===== src/pkg/asc_regs.svh =====
// timing counts and field positions for the converter sequence controller
`ifndef ASC_REGS_SVH
`define ASC_REGS_SVH
`define ASC_NUM_CH 12
`define ASC_RES_W 12
`define ASC_CONV_CYCLES 16
`define ASC_CAL_CYCLES 64
`define ASC_ST_THR_IRQ 0
`define ASC_ST_OVR_IRQ 1
`define ASC_ST_SEQ0_IRQ 2
`define ASC_ST_SEQ1_IRQ 3
`define ASC_ST_OVR_SEQ0 4
`define ASC_ST_OVR_SEQ1 5
`define ASC_ST_W 6
`define ASC_THR_OFF 2'h0
`define ASC_THR_OUTSIDE 2'h1
`define ASC_THR_CROSS 2'h2
`endif


===== src/pkg/asc_pkg.sv =====
// types shared by the converter sequence controller
package asc_pkg;
   typedef logic [11:0] asc_chmask_t;
   typedef logic [11:0] asc_sample_t;
   typedef logic [23:0] asc_thrmode_t;
   typedef struct packed {
      logic ready;
      logic overrun;
      logic [3:0] channel;
      logic [11:0] value;
   } asc_result_t;
endpackage : asc_pkg


===== src/pkg/asc_conv_if.sv =====
// handshake between the sequencer and the conversion engine
`timescale 1ns/1ps
interface asc_conv_if;
   logic start;
   logic [3:0] channel;
   logic busy;
   logic done;
   logic [11:0] value;
   modport ctrl (output start, output channel, input busy, input done, input value);
   modport eng (input start, input channel, output busy, output done, output value);
endinterface : asc_conv_if


===== src/asc_conv_engine.sv =====
// conversion engine: fixed-length conversion timer around the analog sample
`timescale 1ns/1ps
`include "asc_regs.svh"
module asc_conv_engine #(
   parameter int CONV_CYCLES = `ASC_CONV_CYCLES
) (
   input wire logic clk_sys,
   input wire logic rst,
   input wire logic [11:0] sample_in,
   asc_conv_if.eng cv
);
   logic [7:0] cnt_r;
   logic busy_r;
   logic done_r;
   logic [11:0] val_r;

   assign cv.busy = busy_r;
   assign cv.done = done_r;
   assign cv.value = val_r;

   always_ff @(posedge clk_sys or posedge rst) begin
      if (rst) begin
         cnt_r <= 8'h00;
         busy_r <= 1'b0;
         done_r <= 1'b0;
         val_r <= 12'h000;
      end else begin
         done_r <= 1'b0;
         if (!busy_r && cv.start) begin
            busy_r <= 1'b1;
            cnt_r <= 8'(CONV_CYCLES - 1);
         end else if (busy_r) begin
            if (cnt_r == 8'h00) begin
               busy_r <= 1'b0;
               done_r <= 1'b1;
               val_r <= sample_in;
            end else begin
               cnt_r <= cnt_r - 8'h01;
            end
         end
      end
   end
endmodule : asc_conv_engine


===== src/asc_seq_ctrl.sv =====
// two-sequence conversion controller with results, thresholds and status flags
//
// Behaviour
// - disabled sequence drops hardware and software triggers
// - continuous cycling restarts the sequence back to back without triggers
// - continuous cycling ignores every other trigger for that sequence
// - clearing continuous cycling lets the running pass finish
// - a pass launched as cycling is cleared also completes
// - software start launches one pass on an enabled sequence
// - either sequence may be marked high priority
// - high-priority trigger preempts a running low-priority pass
// - per-sequence global result with ready indication
// - per-channel latest result with ready indication
// - two writable 12-bit low/high limit windows
// - channel mask picks limit window zero or one
// - per-channel threshold interrupt enable chooses its mode
// - modes: off, outside the window, or crossing the threshold
// - block interrupt enables for each sequence and overrun
// - per-sequence choice: flag per conversion or per whole sequence
// - hardware trigger edge chosen by per-sequence polarity
`timescale 1ns/1ps
`include "asc_regs.svh"
module asc_seq_ctrl
   import asc_pkg::*;
#(
   parameter int NUM_CH = `ASC_NUM_CH,
   parameter int CONV_CYCLES = `ASC_CONV_CYCLES,
   parameter int CAL_CYCLES = `ASC_CAL_CYCLES
) (
   input wire logic clk_sys,
   input wire logic rst,
   input wire logic [11:0] sample_in,
   input wire logic [1:0] seq_enable,
   input wire logic [1:0] seq_sw_start,
   input wire logic [1:0] continuous_cycling,
   input wire logic [1:0] seq_high_prio,
   input wire logic [1:0] trig_pin,
   input wire logic [1:0] trig_rising,
   input wire logic [1:0] seq_irq_per_seq,
   input wire asc_pkg::asc_chmask_t first_conversion_sequence,
   input wire asc_pkg::asc_chmask_t second_conversion_sequence,
   input wire asc_pkg::asc_sample_t limit_window_zero_low,
   input wire asc_pkg::asc_sample_t limit_window_zero_high,
   input wire asc_pkg::asc_sample_t limit_window_one_low,
   input wire asc_pkg::asc_sample_t limit_window_one_high,
   input wire asc_pkg::asc_chmask_t limit_window_one_sel,
   input wire asc_pkg::asc_thrmode_t thr_mode,
   input wire logic [2:0] block_irq_en,
   input wire logic [5:0] status_clear,
   input wire asc_pkg::asc_chmask_t thr_flag_clear,
   input wire logic cal_start,
   output logic cal_busy,
   output logic cal_ok,
   output logic [5:0] status_flags,
   output asc_pkg::asc_chmask_t thr_flags,
   output logic irq,
   output asc_pkg::asc_result_t seq0_result,
   output asc_pkg::asc_result_t seq1_result,
   output logic [NUM_CH*18-1:0] chan_results
);
   import asc_pkg::*;

   typedef enum logic [1:0] {
      ASC_IDLE = 2'b00,
      ASC_CAL = 2'b01,
      ASC_CONV = 2'b10,
      ASC_WAIT = 2'b11
   } asc_state_t;

   asc_conv_if cv ();
   asc_conv_engine #(.CONV_CYCLES(CONV_CYCLES)) u_eng (
      .clk_sys(clk_sys),
      .rst(rst),
      .sample_in(sample_in),
      .cv(cv)
   );

   asc_state_t state_r;
   logic [1:0] trig_m_r, trig_s_r, trig_d_r;
   logic [1:0] pend_r;
   logic [1:0] active_r;
   logic cur_r;
   logic [3:0] ch_r;
   logic [11:0] left_r;
   logic [7:0] cal_cnt_r;
   logic start_r;
   logic cal_busy_r, cal_ok_r;
   logic [5:0] status_r;
   asc_chmask_t thr_r;
   logic irq_r;
   asc_result_t gres_r [2];
   asc_result_t cres_r [NUM_CH];
   logic [NUM_CH-1:0] above_r;

   logic [1:0] hw_edge, req, grant_ok, lose;
   logic last_conv;
   logic [11:0] seq_mask [2];
   asc_chmask_t thr_set;
   logic [5:0] status_set;
   logic [3:0] first_ch [2];
   logic [3:0] next_ch;

   assign seq_mask[0] = first_conversion_sequence;
   assign seq_mask[1] = second_conversion_sequence;
   assign cv.start = start_r;
   assign cv.channel = ch_r;

   // two-flop sync then edge detect per trigger pin
   always_ff @(posedge clk_sys or posedge rst) begin
      if (rst) begin
         trig_m_r <= 2'h0;
         trig_s_r <= 2'h0;
         trig_d_r <= 2'h0;
      end else begin
         trig_m_r <= trig_pin;
         trig_s_r <= trig_m_r;
         trig_d_r <= trig_s_r;
      end
   end

   always_comb begin
      for (int s = 0; s < 2; s++) begin
         hw_edge[s] = trig_rising[s] ? (trig_s_r[s] & ~trig_d_r[s])
                                     : (~trig_s_r[s] & trig_d_r[s]);
         first_ch[s] = 4'h0;
         for (int c = NUM_CH - 1; c >= 0; c--) begin
            if (seq_mask[s][c]) first_ch[s] = 4'(c);
         end
      end
      next_ch = 4'hf;
      for (int c = NUM_CH - 1; c >= 0; c--) begin
         if (left_r[c] && 4'(c) != ch_r) next_ch = 4'(c);
      end
      last_conv = (left_r & ~(12'h001 << ch_r)) == 12'h000;
      lose = 2'h0;
      if (state_r == ASC_WAIT && cv.done && !last_conv && req[!cur_r]
          && seq_high_prio[!cur_r] && !seq_high_prio[cur_r]) lose[cur_r] = 1'b1;
   end

   // pending requests; cycling masks all triggers and re-arms itself
   always_ff @(posedge clk_sys or posedge rst) begin
      if (rst) begin
         pend_r <= 2'h0;
      end else begin
         for (int s = 0; s < 2; s++) begin
            if (!seq_enable[s] || seq_mask[s] == 12'h000) begin
               pend_r[s] <= 1'b0;
            end else if (continuous_cycling[s]) begin
               pend_r[s] <= !active_r[s] && !grant_ok[s];
            end else if (seq_sw_start[s] || hw_edge[s] || lose[s]) begin
               pend_r[s] <= 1'b1;
            end else if (grant_ok[s]) begin
               pend_r[s] <= 1'b0;
            end
         end
      end
   end

   assign req = pend_r & seq_enable;
   always_comb begin
      grant_ok = 2'h0;
      if (state_r == ASC_IDLE && !cal_busy_r) begin
         if (req[1] && (seq_high_prio[1] || !req[0])) grant_ok = 2'b10;
         else if (req[0]) grant_ok = 2'b01;
      end
   end

   // sequencer: calibration, pass launch, channel walk, preemption
   always_ff @(posedge clk_sys or posedge rst) begin
      if (rst) begin
         state_r <= ASC_IDLE;
         active_r <= 2'h0;
         cur_r <= 1'b0;
         ch_r <= 4'h0;
         left_r <= 12'h000;
         start_r <= 1'b0;
         cal_cnt_r <= 8'h00;
         cal_busy_r <= 1'b0;
         cal_ok_r <= 1'b0;
      end else begin
         start_r <= 1'b0;
         unique case (state_r)
            ASC_IDLE: begin
               if (cal_start) begin
                  state_r <= ASC_CAL;
                  cal_busy_r <= 1'b1;
                  cal_ok_r <= 1'b0;
                  cal_cnt_r <= 8'(CAL_CYCLES - 1);
               end else if (grant_ok != 2'h0) begin
                  cur_r <= grant_ok[1];
                  active_r <= grant_ok;
                  left_r <= seq_mask[grant_ok[1]];
                  ch_r <= first_ch[grant_ok[1]];
                  start_r <= 1'b1;
                  state_r <= ASC_CONV;
               end
            end
            ASC_CAL: begin
               if (cal_cnt_r == 8'h00) begin
                  cal_busy_r <= 1'b0;
                  cal_ok_r <= 1'b1;
                  state_r <= ASC_IDLE;
               end else begin
                  cal_cnt_r <= cal_cnt_r - 8'h01;
               end
            end
            ASC_CONV: begin
               state_r <= ASC_WAIT;
            end
            ASC_WAIT: begin
               if (cv.done) begin
                  // a started pass finishes, cycling or not, unless a high-priority request preempts it between conversions
                  if (last_conv) begin
                     active_r <= 2'h0;
                     state_r <= ASC_IDLE;
                  end else if (lose != 2'h0) begin
                     active_r <= 2'h0;
                     state_r <= ASC_IDLE;
                  end else begin
                     left_r <= left_r & ~(12'h001 << ch_r);
                     ch_r <= next_ch;
                     start_r <= 1'b1;
                     state_r <= ASC_CONV;
                  end
               end
            end
         endcase
      end
   end

   // status set terms: sequence flag per conversion or at pass end, overrun when the channel already holds a ready result
   always_comb begin
      status_set = 6'h00;
      if (state_r == ASC_WAIT && cv.done) begin
         if (!seq_irq_per_seq[cur_r] || last_conv)
            status_set[`ASC_ST_SEQ0_IRQ + int'(cur_r)] = 1'b1;
         if (cres_r[ch_r].ready)
            status_set[`ASC_ST_OVR_SEQ0 + int'(cur_r)] = 1'b1;
      end
      status_set[`ASC_ST_OVR_IRQ] = |status_set[5:4];
   end

   generate
      for (genvar c = 0; c < NUM_CH; c++) begin : g_ch
         logic hit, outside, hi_now;
         logic [11:0] lo, hi;
         assign lo = limit_window_one_sel[c] ? limit_window_one_low : limit_window_zero_low;
         assign hi = limit_window_one_sel[c] ? limit_window_one_high : limit_window_zero_high;
         assign hit = state_r == ASC_WAIT && cv.done && ch_r == 4'(c);
         assign outside = cv.value < lo || cv.value > hi;
         assign hi_now = cv.value >= lo;
         always_comb begin
            unique case (thr_mode[2*c +: 2])
               `ASC_THR_OUTSIDE: thr_set[c] = hit && outside;
               `ASC_THR_CROSS: thr_set[c] = hit && cres_r[c].ready && hi_now != above_r[c];
               default: thr_set[c] = 1'b0;
            endcase
         end
         always_ff @(posedge clk_sys or posedge rst) begin
            if (rst) begin
               cres_r[c] <= '0;
               above_r[c] <= 1'b0;
            end else if (hit) begin
               cres_r[c] <= '{1'b1, cres_r[c].ready, 4'(c), cv.value};
               above_r[c] <= hi_now;
            end
         end
         assign chan_results[c*18 +: 18] = cres_r[c];
         always_ff @(posedge clk_sys or posedge rst) begin
            if (rst) thr_r[c] <= 1'b0;
            else if (thr_set[c]) thr_r[c] <= 1'b1;
            else if (thr_flag_clear[c]) thr_r[c] <= 1'b0;
         end
      end
   endgenerate

   // global results per sequence
   always_ff @(posedge clk_sys or posedge rst) begin
      if (rst) begin
         gres_r[0] <= '0;
         gres_r[1] <= '0;
      end else if (state_r == ASC_WAIT && cv.done) begin
         gres_r[cur_r] <= '{1'b1, gres_r[cur_r].ready, ch_r, cv.value};
      end
   end

   // status word: set wins over the write-one clear
   always_ff @(posedge clk_sys or posedge rst) begin
      if (rst) begin
         status_r <= 6'h00;
         irq_r <= 1'b0;
      end else begin
         status_r[5:1] <= status_set[5:1] | (status_r[5:1] & ~status_clear[5:1]);
         status_r[`ASC_ST_THR_IRQ] <= |thr_set | (|thr_r & ~status_clear[0]);
         irq_r <= (block_irq_en[0] & status_r[`ASC_ST_SEQ0_IRQ])
                | (block_irq_en[1] & status_r[`ASC_ST_SEQ1_IRQ])
                | (block_irq_en[2] & status_r[`ASC_ST_OVR_IRQ])
                | status_r[`ASC_ST_THR_IRQ];
      end
   end

   assign cal_busy = cal_busy_r;
   assign cal_ok = cal_ok_r;
   assign status_flags = status_r;
   assign thr_flags = thr_r;
   assign irq = irq_r;
   assign seq0_result = gres_r[0];
   assign seq1_result = gres_r[1];
endmodule : asc_seq_ctrl


===== config.mk =====
export PLATFORM = sky130hd
export DESIGN_NAME = asc_seq_ctrl
export DESIGN_NICKNAME = d
export VERILOG_FILES = /design/src/pkg/asc_pkg.sv /design/src/pkg/asc_conv_if.sv /design/src/asc_conv_engine.sv /design/src/asc_seq_ctrl.sv
export VERILOG_INCLUDE_DIRS = /design/src /design/src/pkg
export SDC_FILE = /design/constraint.sdc
export NUM_CORES = 1
export LEC_CHECK = 0
export ABC_AREA = 1
export BUFFER_PORTS_ARGS = -buffer_cell sky130_fd_sc_hd__buf_2
export CORE_ASPECT_RATIO = 0.9
export CORE_MARGIN = 5
export CORE_UTILIZATION = 58
export DETAILED_ROUTE_END_ITERATION = 7
export PLACE_DENSITY = 0.84
export SETUP_SLACK_MARGIN = 0.05
export SYNTH_ARGS = -nofsm -noshare
export SYNTH_HDL_FRONTEND = slang
export SYNTH_SLANG_ARGS = --single-unit

===== constraint.sdc =====
create_clock -name clk_sys -period 11.6 [get_ports clk_sys]
set_clock_uncertainty 0.2 [all_clocks]
set_input_delay 1.16 -clock clk_sys [delete_from_list [all_inputs] [get_ports clk_sys]]
set_output_delay 1.16 -clock clk_sys [all_outputs]
set_load 0.02 [all_outputs]

### Word level (Yosys, flattened, before mapping)

Index checks and enable logic that the tools add are counted.

* $add $sub $neg: 4
* magnitude comparators: 47
* eq/ne operators: 72
* shifts and indexed selects: 1
* muxes and demuxes: 192
* bitwise operators: 29
* reduce and logical (&&, ||, !) cells: 145

Operator list (number)
* two-way mux 12 bit: 32
* two-way mux 4 bit: 43
* >= comparator 12 bit: 12
* > comparator 12 bit: 12
* less-than comparator 12 bit: 12
* two-way mux 18 bit: 6
* logical AND 1 bit: 74
* binary-select mux 18 bit (select 4 bit): 1
* two-way mux 1 bit: 61
* two-way mux 8 bit: 5
* bitwise mux 36 bit: 1
* logical NOT 12 bit: 3
* nonzero test 2 bit: 17
* case mux 1 bit (2 select lines): 15
* == test 2 bit (second input constant): 14
* two-way mux 2 bit: 14
* == test 2 x 1 -> 1 bit (second input constant): 13
* two-way mux 6 bit: 4
* case mux 12 bit (2 select lines): 1
* OR reduction 12 bit: 2
* logical OR 1 bit: 20
* demux 18 bit (select 1 bit): 1
* == test 4 x 3 -> 1 bit (second input constant): 4
* == test 4 bit (second input constant): 4
* 53 further kinds: 119

* register bits: 304
* input bits: 158
* output and inout bits: 273
* word-level logic and storage cells: 585

### Logic depth before layout (Yosys ltp)

Gate-level depths: netlist of the first run.

* depth after elaboration: 18
* mapped depth: 21

### Modules after synthesis

Synthesis of the first run repeated with hierarchy kept, for this count alone.

* cells, all modules: 3306
* area, all modules: 23314.9 um^2

Modules (own cells, without submodules)
* asc_seq_ctrl: instances 1, cells each 3183, area each 22271.4 um^2, seq. area each 6881.6 um^2
* asc_conv_engine: instances 1, cells each 123, area each 1043.5 um^2, seq. area each 550.5 um^2

### Worst setup path before layout of the first run

Ideal clock, no wire load.

* kind: input port to flip-flop
* start: in limit_window_one_sel[7]
* end: reg status_r[0] (netlist: status_flags[0])
* library setup time: 0.119 ns
* arrival: 3.026 ns
* data required time: 11.281 ns
* setup slack: 8.255 ns
* stages on the path: 18
* path buffers: 2
* cells stage by stage: clkbuf_1 > clkbuf_1 > o21ai_0 > ha_1 > nand2_1 > nor2_1 > and2_1 > nand2_1 > nand3_1 > nand2_1 > nand3_1 > nand2_1 > nand2_1 > nand2_1 > inv_1 > nand2_1 > nor2_1 > nand2_1

* word-level cells in the longest chain between the ends: 7

Ends and longest elaborated chain
* start: declaration: line asc_seq_ctrl.sv:46 `input wire asc_pkg::asc_chmask_t limit_window_one_sel,`
* two-way mux 12 bit (on tied branches): line asc_seq_ctrl.sv:247, asc_seq_ctrl.sv:248
* >= comparator 12 bit, or another cell as far along: line asc_seq_ctrl.sv:251 `assign hi_now = cv.value >= lo;`
* != test 1 bit or logical OR 1 bit (tied branches): line asc_seq_ctrl.sv:255, asc_seq_ctrl.sv:250
* logical AND 1 bit (on tied branches): line asc_seq_ctrl.sv:255, asc_seq_ctrl.sv:254
* case mux 1 bit (2 select lines) *: line asc_seq_ctrl.sv:253 `unique case (thr_mode[2*c +: 2])`
* OR reduction 12 bit *: line asc_seq_ctrl.sv:294 `` status_r[`ASC_ST_THR_IRQ] <= |thr_set | (|thr_r & ~status_clear[0]); ``
* bitwise OR 1 bit *: line asc_seq_ctrl.sv:294
* end signal: indexed assignment: line asc_seq_ctrl.sv:294
* end: declaration: line asc_seq_ctrl.sv:88 `logic [5:0] status_r;`

Every way passes the cells marked *; elsewhere a longest branch is shown, timed or not.
A chain may end at the register's enable or synchronous reset.

### Worst setup path in the final report of the first run

* start: reg state_r[0]
* end: reg status_r[0] (netlist: status_flags[0])

* word-level cells in the longest chain between the ends: 8

Ends and longest elaborated chain
* start: declaration: line asc_seq_ctrl.sv:78 `asc_state_t state_r;`
* start signal: assignment: line asc_seq_ctrl.sv:171 `state_r <= ASC_IDLE;`
* start signal: assignment: line asc_seq_ctrl.sv:185 `state_r <= ASC_CAL;`
* start signal: assignment: line asc_seq_ctrl.sv:195 `state_r <= ASC_CONV;`
* == test 2 bit *: line asc_seq_ctrl.sv:249 `assign hit = state_r == ASC_WAIT && cv.done && ch_r == 4'(c);`
* logical AND 1 bit *: line asc_seq_ctrl.sv:249
* logical AND 1 bit: line asc_seq_ctrl.sv:249
* logical AND 1 bit (2 in a row): line asc_seq_ctrl.sv:255 `` `ASC_THR_CROSS: thr_set[c] = hit && cres_r[c].ready && hi_now != above_r[c]; ``
* case mux 1 bit (2 select lines): line asc_seq_ctrl.sv:253
* OR reduction 12 bit *: line asc_seq_ctrl.sv:294
* bitwise OR 1 bit *: line asc_seq_ctrl.sv:294

Marks and branches as above.

==> results.md, run 1 <==
- Leading area contributor after synthesis: dfrtp_1
- WL final: 74400 um
- Crit path arrival time: 4.36 ns
- RSZ-0062 raised after global routing: false
- Max FO, Critical Path: 29
- First-pass GRT wire length: 113000 um
- Tmin final: 4.07 ns
- Req. time, crit path: 11.89 ns
- TritonCTS Sinks: 297
- Total number of vias: 23063
- IO Port Bufs: 402
- Hold_buf cts: 0
- R2R Setup Slk: 7.53 ns
- Number of synthesized register bits: 297
- Outcome: complete, but fails checks
- Htree depth: 1
- Clk_lat worst skew: 0.57 ns
- Number of synthesized flops with an enable pin: 0
- Sequential-to-total area share from yosys stat: 32.1%
- Area Growth Syn to Fin: 12.6%
- Kind of end point of the critical path: register
- Fin. Hold Viols: 0
- Antenna Nets Post-Route: 0
- DR WL/cell: 18.1 um
- R2R cell count: 11
- Longest Clk Path Bufs: 3
- Startpoint Class: register
- Maximum clock frequency: 0.246 GHz
- Die area: 44000 sq um
- Post-CTS Resized: 0
- Fin nets: 4018
- Top cell type's share of synthesized area: 32.1%
- DRT Pass-1 Iters: 8
- Mapped Area: 23100 sq um
- Post-DP HPWL: 53600 um
- Count of pins over their slew limit: 0
- Async set-reset flop share out of synthesis: 100%
- Synthesized area per cell: 7.05 sq um
- Tightest Pin Transition: 1.01 ns
- Maximum VDD drop: 0.133 mV
- Congestion Overflow GR: 0
- Largest cells by area after synthesis: dfrtp_1 (32%), ha_1 (17%), nand2_1 (17%), o21ai_0 (12%), inv_1 (5.0%)
- Beginning of the critical path: state_r[0]
- Largest net degree at the start of global routing: 170
- Worst hold start: trig_m_r[0]
- Violated checks: DRC
- Placed instance area: 25100 sq um
- Worst r2r src: state_r[0]
- Die H: 199 um
- Antenna violations before repair: 10
- Most used DFF post-synth: dfrtp_1
- Starting Density: 58.6%
- Remaining DRCs: 2
- Syn Inst Count: 3278
- Power density over the cells: 93.3 nW/um^2
- Die width: 220 um
- Initial drt markers: 2394
- Slew headroom: 32.1%
- Leakage power: 14.3 nW
- Hold Path Class: register to register
- CTS clock-pin slew for the worst setup and hold paths: 0.07 ns
- Row count: 69
- Routability Congestion: 0.933
- Vias in the first global route: 20781
- Fin area: 26000 sq um
- Overall global routing resource usage: 32.3%
- # IOs: 431
- CTS Buf Count: 27
- Root Buffer: clkbuf_16
- # setup viols final: 0
- Core ar.: 39500 sq um
- Final Cycle Share: 35.1%
- Share of layout cells above drive strength 1: 14.3%
- Fin Setup TNS: 0 ns
- Max-cap violations: 0
- Setup bufs post-CTS: 0
- Crit Path Category: register to register
- Netlist cell types: 43
- Vias per cell: 5.62
- CTS tree: done
- Hold Path Stages: 0
- Syn. warnings: 0
==> logic make-up after synthesis <==
family	count (synthesis)	share of synthesized area, %
AO/OA/AOI/OAI	754	17.1
multiplexers	1	0.0433
other	1	0.0162
flip-flops	297	32.1
XOR/XNOR	2	0.0758
buffers and inverters	538	9.58
AND/OR/NAND/NOR	1366	23.8
adder cells (fa/ha/maj)	319	17.3
==> metal layers <==
| layer | global-route usage, % | vias to the layer above | share of wire (%) | wire, um |
|---|---|---|---|---|
| met3 | 6.71 | 184 | 11 | 8110 |
| met4 | 10.5 | 14 | 3.4 | 2530 |
| met5 | 0 | - | 0.12 | 91 |
| met2 | 50.5 | 1124 | 44 | 32900 |
| li1 | - | 11182 | - | - |
| met1 | 45.4 | 10559 | 41 | 30700 |
==> worst paths after layout <==
check / to
min reg2reg: trig_s_r[0]
max reg2reg: status_flags[0]
max: status_flags[0]
min in group asynchronous: cal_cnt_r[3]
min: trig_s_r[0]
max in group asynchronous: chan_results[152]
==> where the power goes <==
group,internal [W],switching [W]
registers,0.00104,0.000000693
logic,0.000148,0.000273
clock network,0.000561,0.000409
total,0.00175,0.000682
==> layout make-up <==
cell class / instances / area [sq um]
Clock inverter: 12 / 185
Clock buffer: 38 / 777
Sequential cell: 297 / 7430
Tap cell: 532 / 666
Antenna cell: 8 / 20.0
Timing Repair Buffer: 417 / 2140
Inverter: 328 / 1240
Multi-Input combinational cell: 2470 / 13600
Fill cell: 3394 / 13400
==> synthesized netlist by cell type, drive strengths merged, types with 6 or more instances <==
cell type	instances
nand3	87
nand2	1048
o21a	11
o21bai	14
buf	58
a21oi	123
nor3	17
inv	315
nand4	41
clkinv	13
o21ai	581
or2	8
nor4	10
and2	9
o22ai	7
dfrtp	297
a22oi	6
clkbuf	152
ha	319
nor2	140
==> stage by stage <==
step | hold WS (ns) | worst slack (ns) | instances | power (W) | utilization [%]
finish | 0.151 | 7.53 | 4102 | 0.00243 | 66.0
global route | 0.158 | 7.14 | 4096 | 0.00254 | 66.0
CTS | 0.152 | 7.65 | 4094 | 0.00242 | 66.0
detailed placement | 0.137 | 7.67 | 4044 | 0.00147 | 63.5
global placement | 0.133 | 7.74 | 4044 | 0.00146 | 63.5
floorplan | 0.131 | 2.04 | 3305 | 0.00137 | -
==> layout by cell type (no fill, tap or decap), types with 3 or more instances in the layout <==
master | netlist | final
nor2_2 | 5 | 5
nor2_4 | 3 | 3
inv_1 | 307 | 306
clkinv_2 | 0 | 4
diode_2 | 0 | 8
nor4_1 | 10 | 9
o21ai_0 | 570 | 570
clkbuf_8 | 0 | 6
nand2_1 | 1038 | 1038
nand2_2 | 10 | 10
clkbuf_16 | 0 | 27
clkinv_1 | 13 | 13
o21a_1 | 11 | 11
o22ai_1 | 7 | 7
clkbuf_1 | 152 | 5
o31ai_1 | 3 | 3
nor2_1 | 132 | 132
a22oi_1 | 6 | 6
nand4_1 | 41 | 41
conb_1 | 1 | 28
o221ai_1 | 3 | 3
and2_1 | 9 | 9
o21bai_1 | 14 | 14
dfrtp_1 | 297 | 297
a21oi_1 | 122 | 122
buf_2 | 0 | 402
buf_4 | 48 | 14
nand3_1 | 86 | 86
inv_2 | 8 | 8
ha_1 | 319 | 319
bufinv_16 | 0 | 4
nor3_1 | 17 | 17
or2_2 | 8 | 8
o21ai_2 | 11 | 11
==> state kept, by name, summed over array words and instances (netlist names), 2 cells and up <==
name and cells:
above_r 12, active_r 2, cal_cnt_r 8, ch_r 4, chan_results 168, left_r 12
pend_r 2, seq0_result 18, seq1_result 18, state_r 2, status_flags 6, thr_flags 12
trig_d_r 2, trig_m_r 2, trig_s_r 2, u_eng.cnt_r 8, u_eng.cv.value 12
==> worst max-delay path, cell delays in order, from the launching register on <==
cell      delay [ns]
dfrtp_1         0.38
ha_1            0.77
nand2_1         0.52
nor2_1          0.63
clkinv_1        0.75
nor2_1          0.28
nand2_1         0.07
nand2_1         0.08
a21oi_1         0.06
nand2_1         0.14
nor2_1          0.06
nand2_1         0.06
Power figures use the tool's default switching activity.
==> inputs of run 2 (changes only) <==
--- a/config.mk
+++ b/config.mk
@@ -10,9 +10,9 @@
 export BUFFER_PORTS_ARGS = -buffer_cell sky130_fd_sc_hd__buf_2
 export CORE_ASPECT_RATIO = 0.9
 export CORE_MARGIN = 5
-export CORE_UTILIZATION = 58
+export CORE_UTILIZATION = 52
 export DETAILED_ROUTE_END_ITERATION = 7
-export PLACE_DENSITY = 0.84
+export PLACE_DENSITY = 0.79
 export SETUP_SLACK_MARGIN = 0.05
 export SYNTH_ARGS = -nofsm -noshare
 export SYNTH_HDL_FRONTEND = slang
==> constraint.sdc (replaced) <==
create_clock -name clk_sys -period 3.3 [get_ports clk_sys]
set_clock_uncertainty 0.2 [all_clocks]
set_input_delay 0.33 -clock clk_sys [delete_from_list [all_inputs] [get_ports clk_sys]]
set_output_delay 0.33 -clock clk_sys [all_outputs]
set_load 0.02 [all_outputs]
==> run 2 against run 1 <==
Compared with the run above: the flow now finishes without violations; final cell count is 3.9% higher; via count grew 2.6%; first-iteration DRC count increased by 7.4%; register-to-register slack worse by 7.2 ns; worst setup slack worse by 7.2 ns; fmax up 36%; global-route usage is 1.8 points lower; core utilization down 4.6 points.
==> results.md, run 2 (synthesis results as in run 1) <==
- Comb power frac: 18.2% (+0.9 points)
- Beginning of the critical path: u_eng.cv.value[7]
- Slew headroom: 40.1% (+8.0 points)
- DR WL/cell: 18.2 um (+0.56%)
- Initial drt markers: 2572 (+7.4%)
- First-pass GRT wire length: 119000 um (+5.7%)
- IO Port Bufs: 402 (unchanged)
- Power density over the cells: 319 nW/um^2 (+240%)
- Antenna violations before repair: 16 (+6)
- Sequential fraction of design power: 42.3% (-0.4 points)
- TritonCTS Sinks: 297 (unchanged)
- WL final: 77800 um (+4.5%)
- Antenna Nets Post-Route: 0 (unchanged)
- Longest Clk Path Bufs: 3 (unchanged)
- Congestion Overflow GR: 0 (unchanged)
- Maximum clock frequency: 0.335 GHz (+36%)
- Req. time, crit path: 3.53 ns (-8.36 ns)
- Max reg flops: 168 (unchanged)
- Startpoint Class: register
- Worst path cell trace: buf_4 -> ha_1 -> nand2_1 -> inv_1 -> nand2_1 -> nand2_1 -> a21oi_1 -> nand4_1 -> nand3_1 -> nand2_1 -> nand2_1 -> nand2_1 -> inv_1 -> nand2_1 -> nor2_1 -> nand2_1
- P_sw: 0.00247 W (+260%)
- Die H: 210 um (+5.3%)
- Commonest non-fill, non-tap cell in the layout: nand2_1
- Worst r2r src: u_eng.cv.value[7]
- Crit path arrival time: 3.22 ns (-1.14 ns)
- CTS Buf Count: 28 (+3.7%)
- # setup viols final: 0 (unchanged)
- Worst hold start: thr_mode[15]
- CTS clock-pin slew for the worst setup and hold paths: 0.07 ns (about the same)
- Max incr delay on CP: 0.93 ns (+0.16 ns)
- CTS tree: done
- Setup bufs post-CTS: 0 (unchanged)
- DRT Pass-1 Iters: 6 (-2)
- Overall global routing resource usage: 30.6% (-1.8 points)
- Tmin final: 2.99 ns (-1.08 ns)
- Post-DP HPWL: 56500 um (+5.4%)
- Placed cells: 4162 (+2.9%)
- Cell with the most instances on the worst path: nand2_1
- Kind of end point of the critical path: register
- Vias in the first global route: 21173 (+1.9%)
- Hold Path Class: input port to register
- Leakage power: 14.8 nW (+3.3%)
- Total number of vias: 23669 (+2.6%)
- Crit Path Category: register to register
- Hold Path Stages: 5 (+5)
- # IOs: 431 (unchanged)
- Die width: 232 um (+5.4%)
- Core ar.: 44100 sq um (+12%)
- Hold slack: 0.0219 ns (-0.129 ns)
- Largest net degree at the start of global routing: 84 (-51%)
- Count of pins over their slew limit: 0 (unchanged)
- R2R cell count: 16 (+5)
- Share of layout cells above drive strength 1: 15.5% (+1.1 points)
- R2R Setup Slk: 0.31 ns (-7.22 ns)
- Tightest Pin Transition: 0.898 ns (-0.114 ns)
- Area Growth Syn to Fin: 17.2%
- Die area: 48800 sq um (+11%)
- Fin nets: 4111 (+2.3%)
- Power Internal: 0.00616 W (+250%)
- Register Area: 7430 sq um (unchanged)
- Final Cycle Share: 90.6% (+55 points)
- Reg2Reg Capture Point: status_flags[0]
- Max-cap violations: 0 (unchanged)
- Outcome: completed
- Post-Layout Cell Count: 4264 (+3.9%)
- Min-Delay Endpoint: thr_flags[7]
- Fillers: 3987 (+17%)
- Sw Ratio: 28.7% (+0.57 points)
- Fin. Hold Viols: 0 (unchanged)
- Routability Congestion: 0.973 (+4.3%)
- RSZ-0062 raised after global routing: false
- Fin Setup TNS: 0 ns (unchanged)
- Multi-input logic area: 13600 sq um (unchanged)
- Vias per cell: 5.55 (-1.3%)
- Root Buffer: clkbuf_16
- Delay-heaviest family, CP: flip-flops
- Row count: 73 (+5.8%)
- Remaining DRCs: 0 (-2)
- Most frequent cells in the layout: nand2_1 (1038), o21ai_0 (570), buf_2 (402)
- Clock share of power: 39.5% (-0.5 points)
- Worst Path Buf+Inv: 3 (+2)
- Max FO, Critical Path: 18 (-38%)
- Maximum VDD drop: 0.354 mV (+170%)
- Htree depth: 1 (unchanged)
- Starting Density: 52.4% (-6.2 points)
- CP max stage cell: dfrtp_1
- Clk_lat worst skew: 0.55 ns (-0.02 ns)
[run 2: cell type report]
cell class / instances / area share (%)
Inverter: 328 / 4.56
Antenna cell: 8 / 0.0739
Sequential cell: 297 / 27.4
Timing Repair Buffer: 509 / 11.4
Multi-Input combinational cell: 2470 / 50.2
Tap cell: 600 / 2.77
Clock inverter: 18 / 0.730
Clock buffer: 34 / 2.86
[run 2: repair_timing]
| item | CTS | global route |
|---|---|---|
| endpoints found under the hold margin | 60 | 0 |
| resized for setup | 0 | 0 |
| hold buffers | 42 | 0 |
[run 2: layer usage]
metal | GRT usage [%] | share of wire [%] | vias to the layer above | wire (um)
met2 | 48.2 | 45 | 1176 | 34700
met5 | 0 | 0.12 | - | 96
met3 | 6.29 | 10 | 212 | 8040
li1 | - | - | 11381 | -
met4 | 10.6 | 3.7 | 18 | 2910
met1 | 42.3 | 41 | 10882 | 32000
[run 2: metrics by stage]
step | setup WS (ns) | cell area, sq um | utilization (%) | total power (W)
detailed placement | 0.349 | 25700 | 58.2 | 0.00522
global route | 0.0585 | 27100 | 61.4 | 0.00907
floorplan | -1.18 | 23200 | - | 0.00480
global placement | 0.433 | 25700 | 58.2 | 0.00519
finish | 0.311 | 27100 | 61.4 | 0.00863
CTS | 0.374 | 27100 | 61.4 | 0.00863
[run 2: worst reg2reg max path: stages, from the launching register on]
cell and delay (ns):
dfrtp_1 0.93, buf_4 0.33, ha_1 0.27, nand2_1 0.09, inv_1 0.04, nand2_1 0.05, nand2_1 0.05, a21oi_1 0.21
nand4_1 0.11, nand3_1 0.10, nand2_1 0.05, nand2_1 0.08, nand2_1 0.06, inv_1 0.06, nand2_1 0.09, nor2_1 0.10
nand2_1 0.06
[run 2: worst max path at each step]
stage                                 end  slack (ns)  depth (start not counted)
after floorplan                above_r[0]       -1.18                          1
after global placement    status_flags[0]        0.43                         19
after detailed placement  status_flags[0]        0.35                         19
after CTS                 status_flags[0]        0.37                         14
after global routing      status_flags[0]        0.06                         16
final                     status_flags[0]        0.31                         16
[run 2: power by group through the flow]
stage                     clock network [W]  registers [W]  logic, W
after floorplan                           0        0.00372   0.00108
after global placement                    0        0.00372   0.00147
after detailed placement                  0        0.00372   0.00150
after CTS                           0.00343        0.00365   0.00155
after global routing                0.00361        0.00365   0.00181
final                               0.00341        0.00365   0.00157
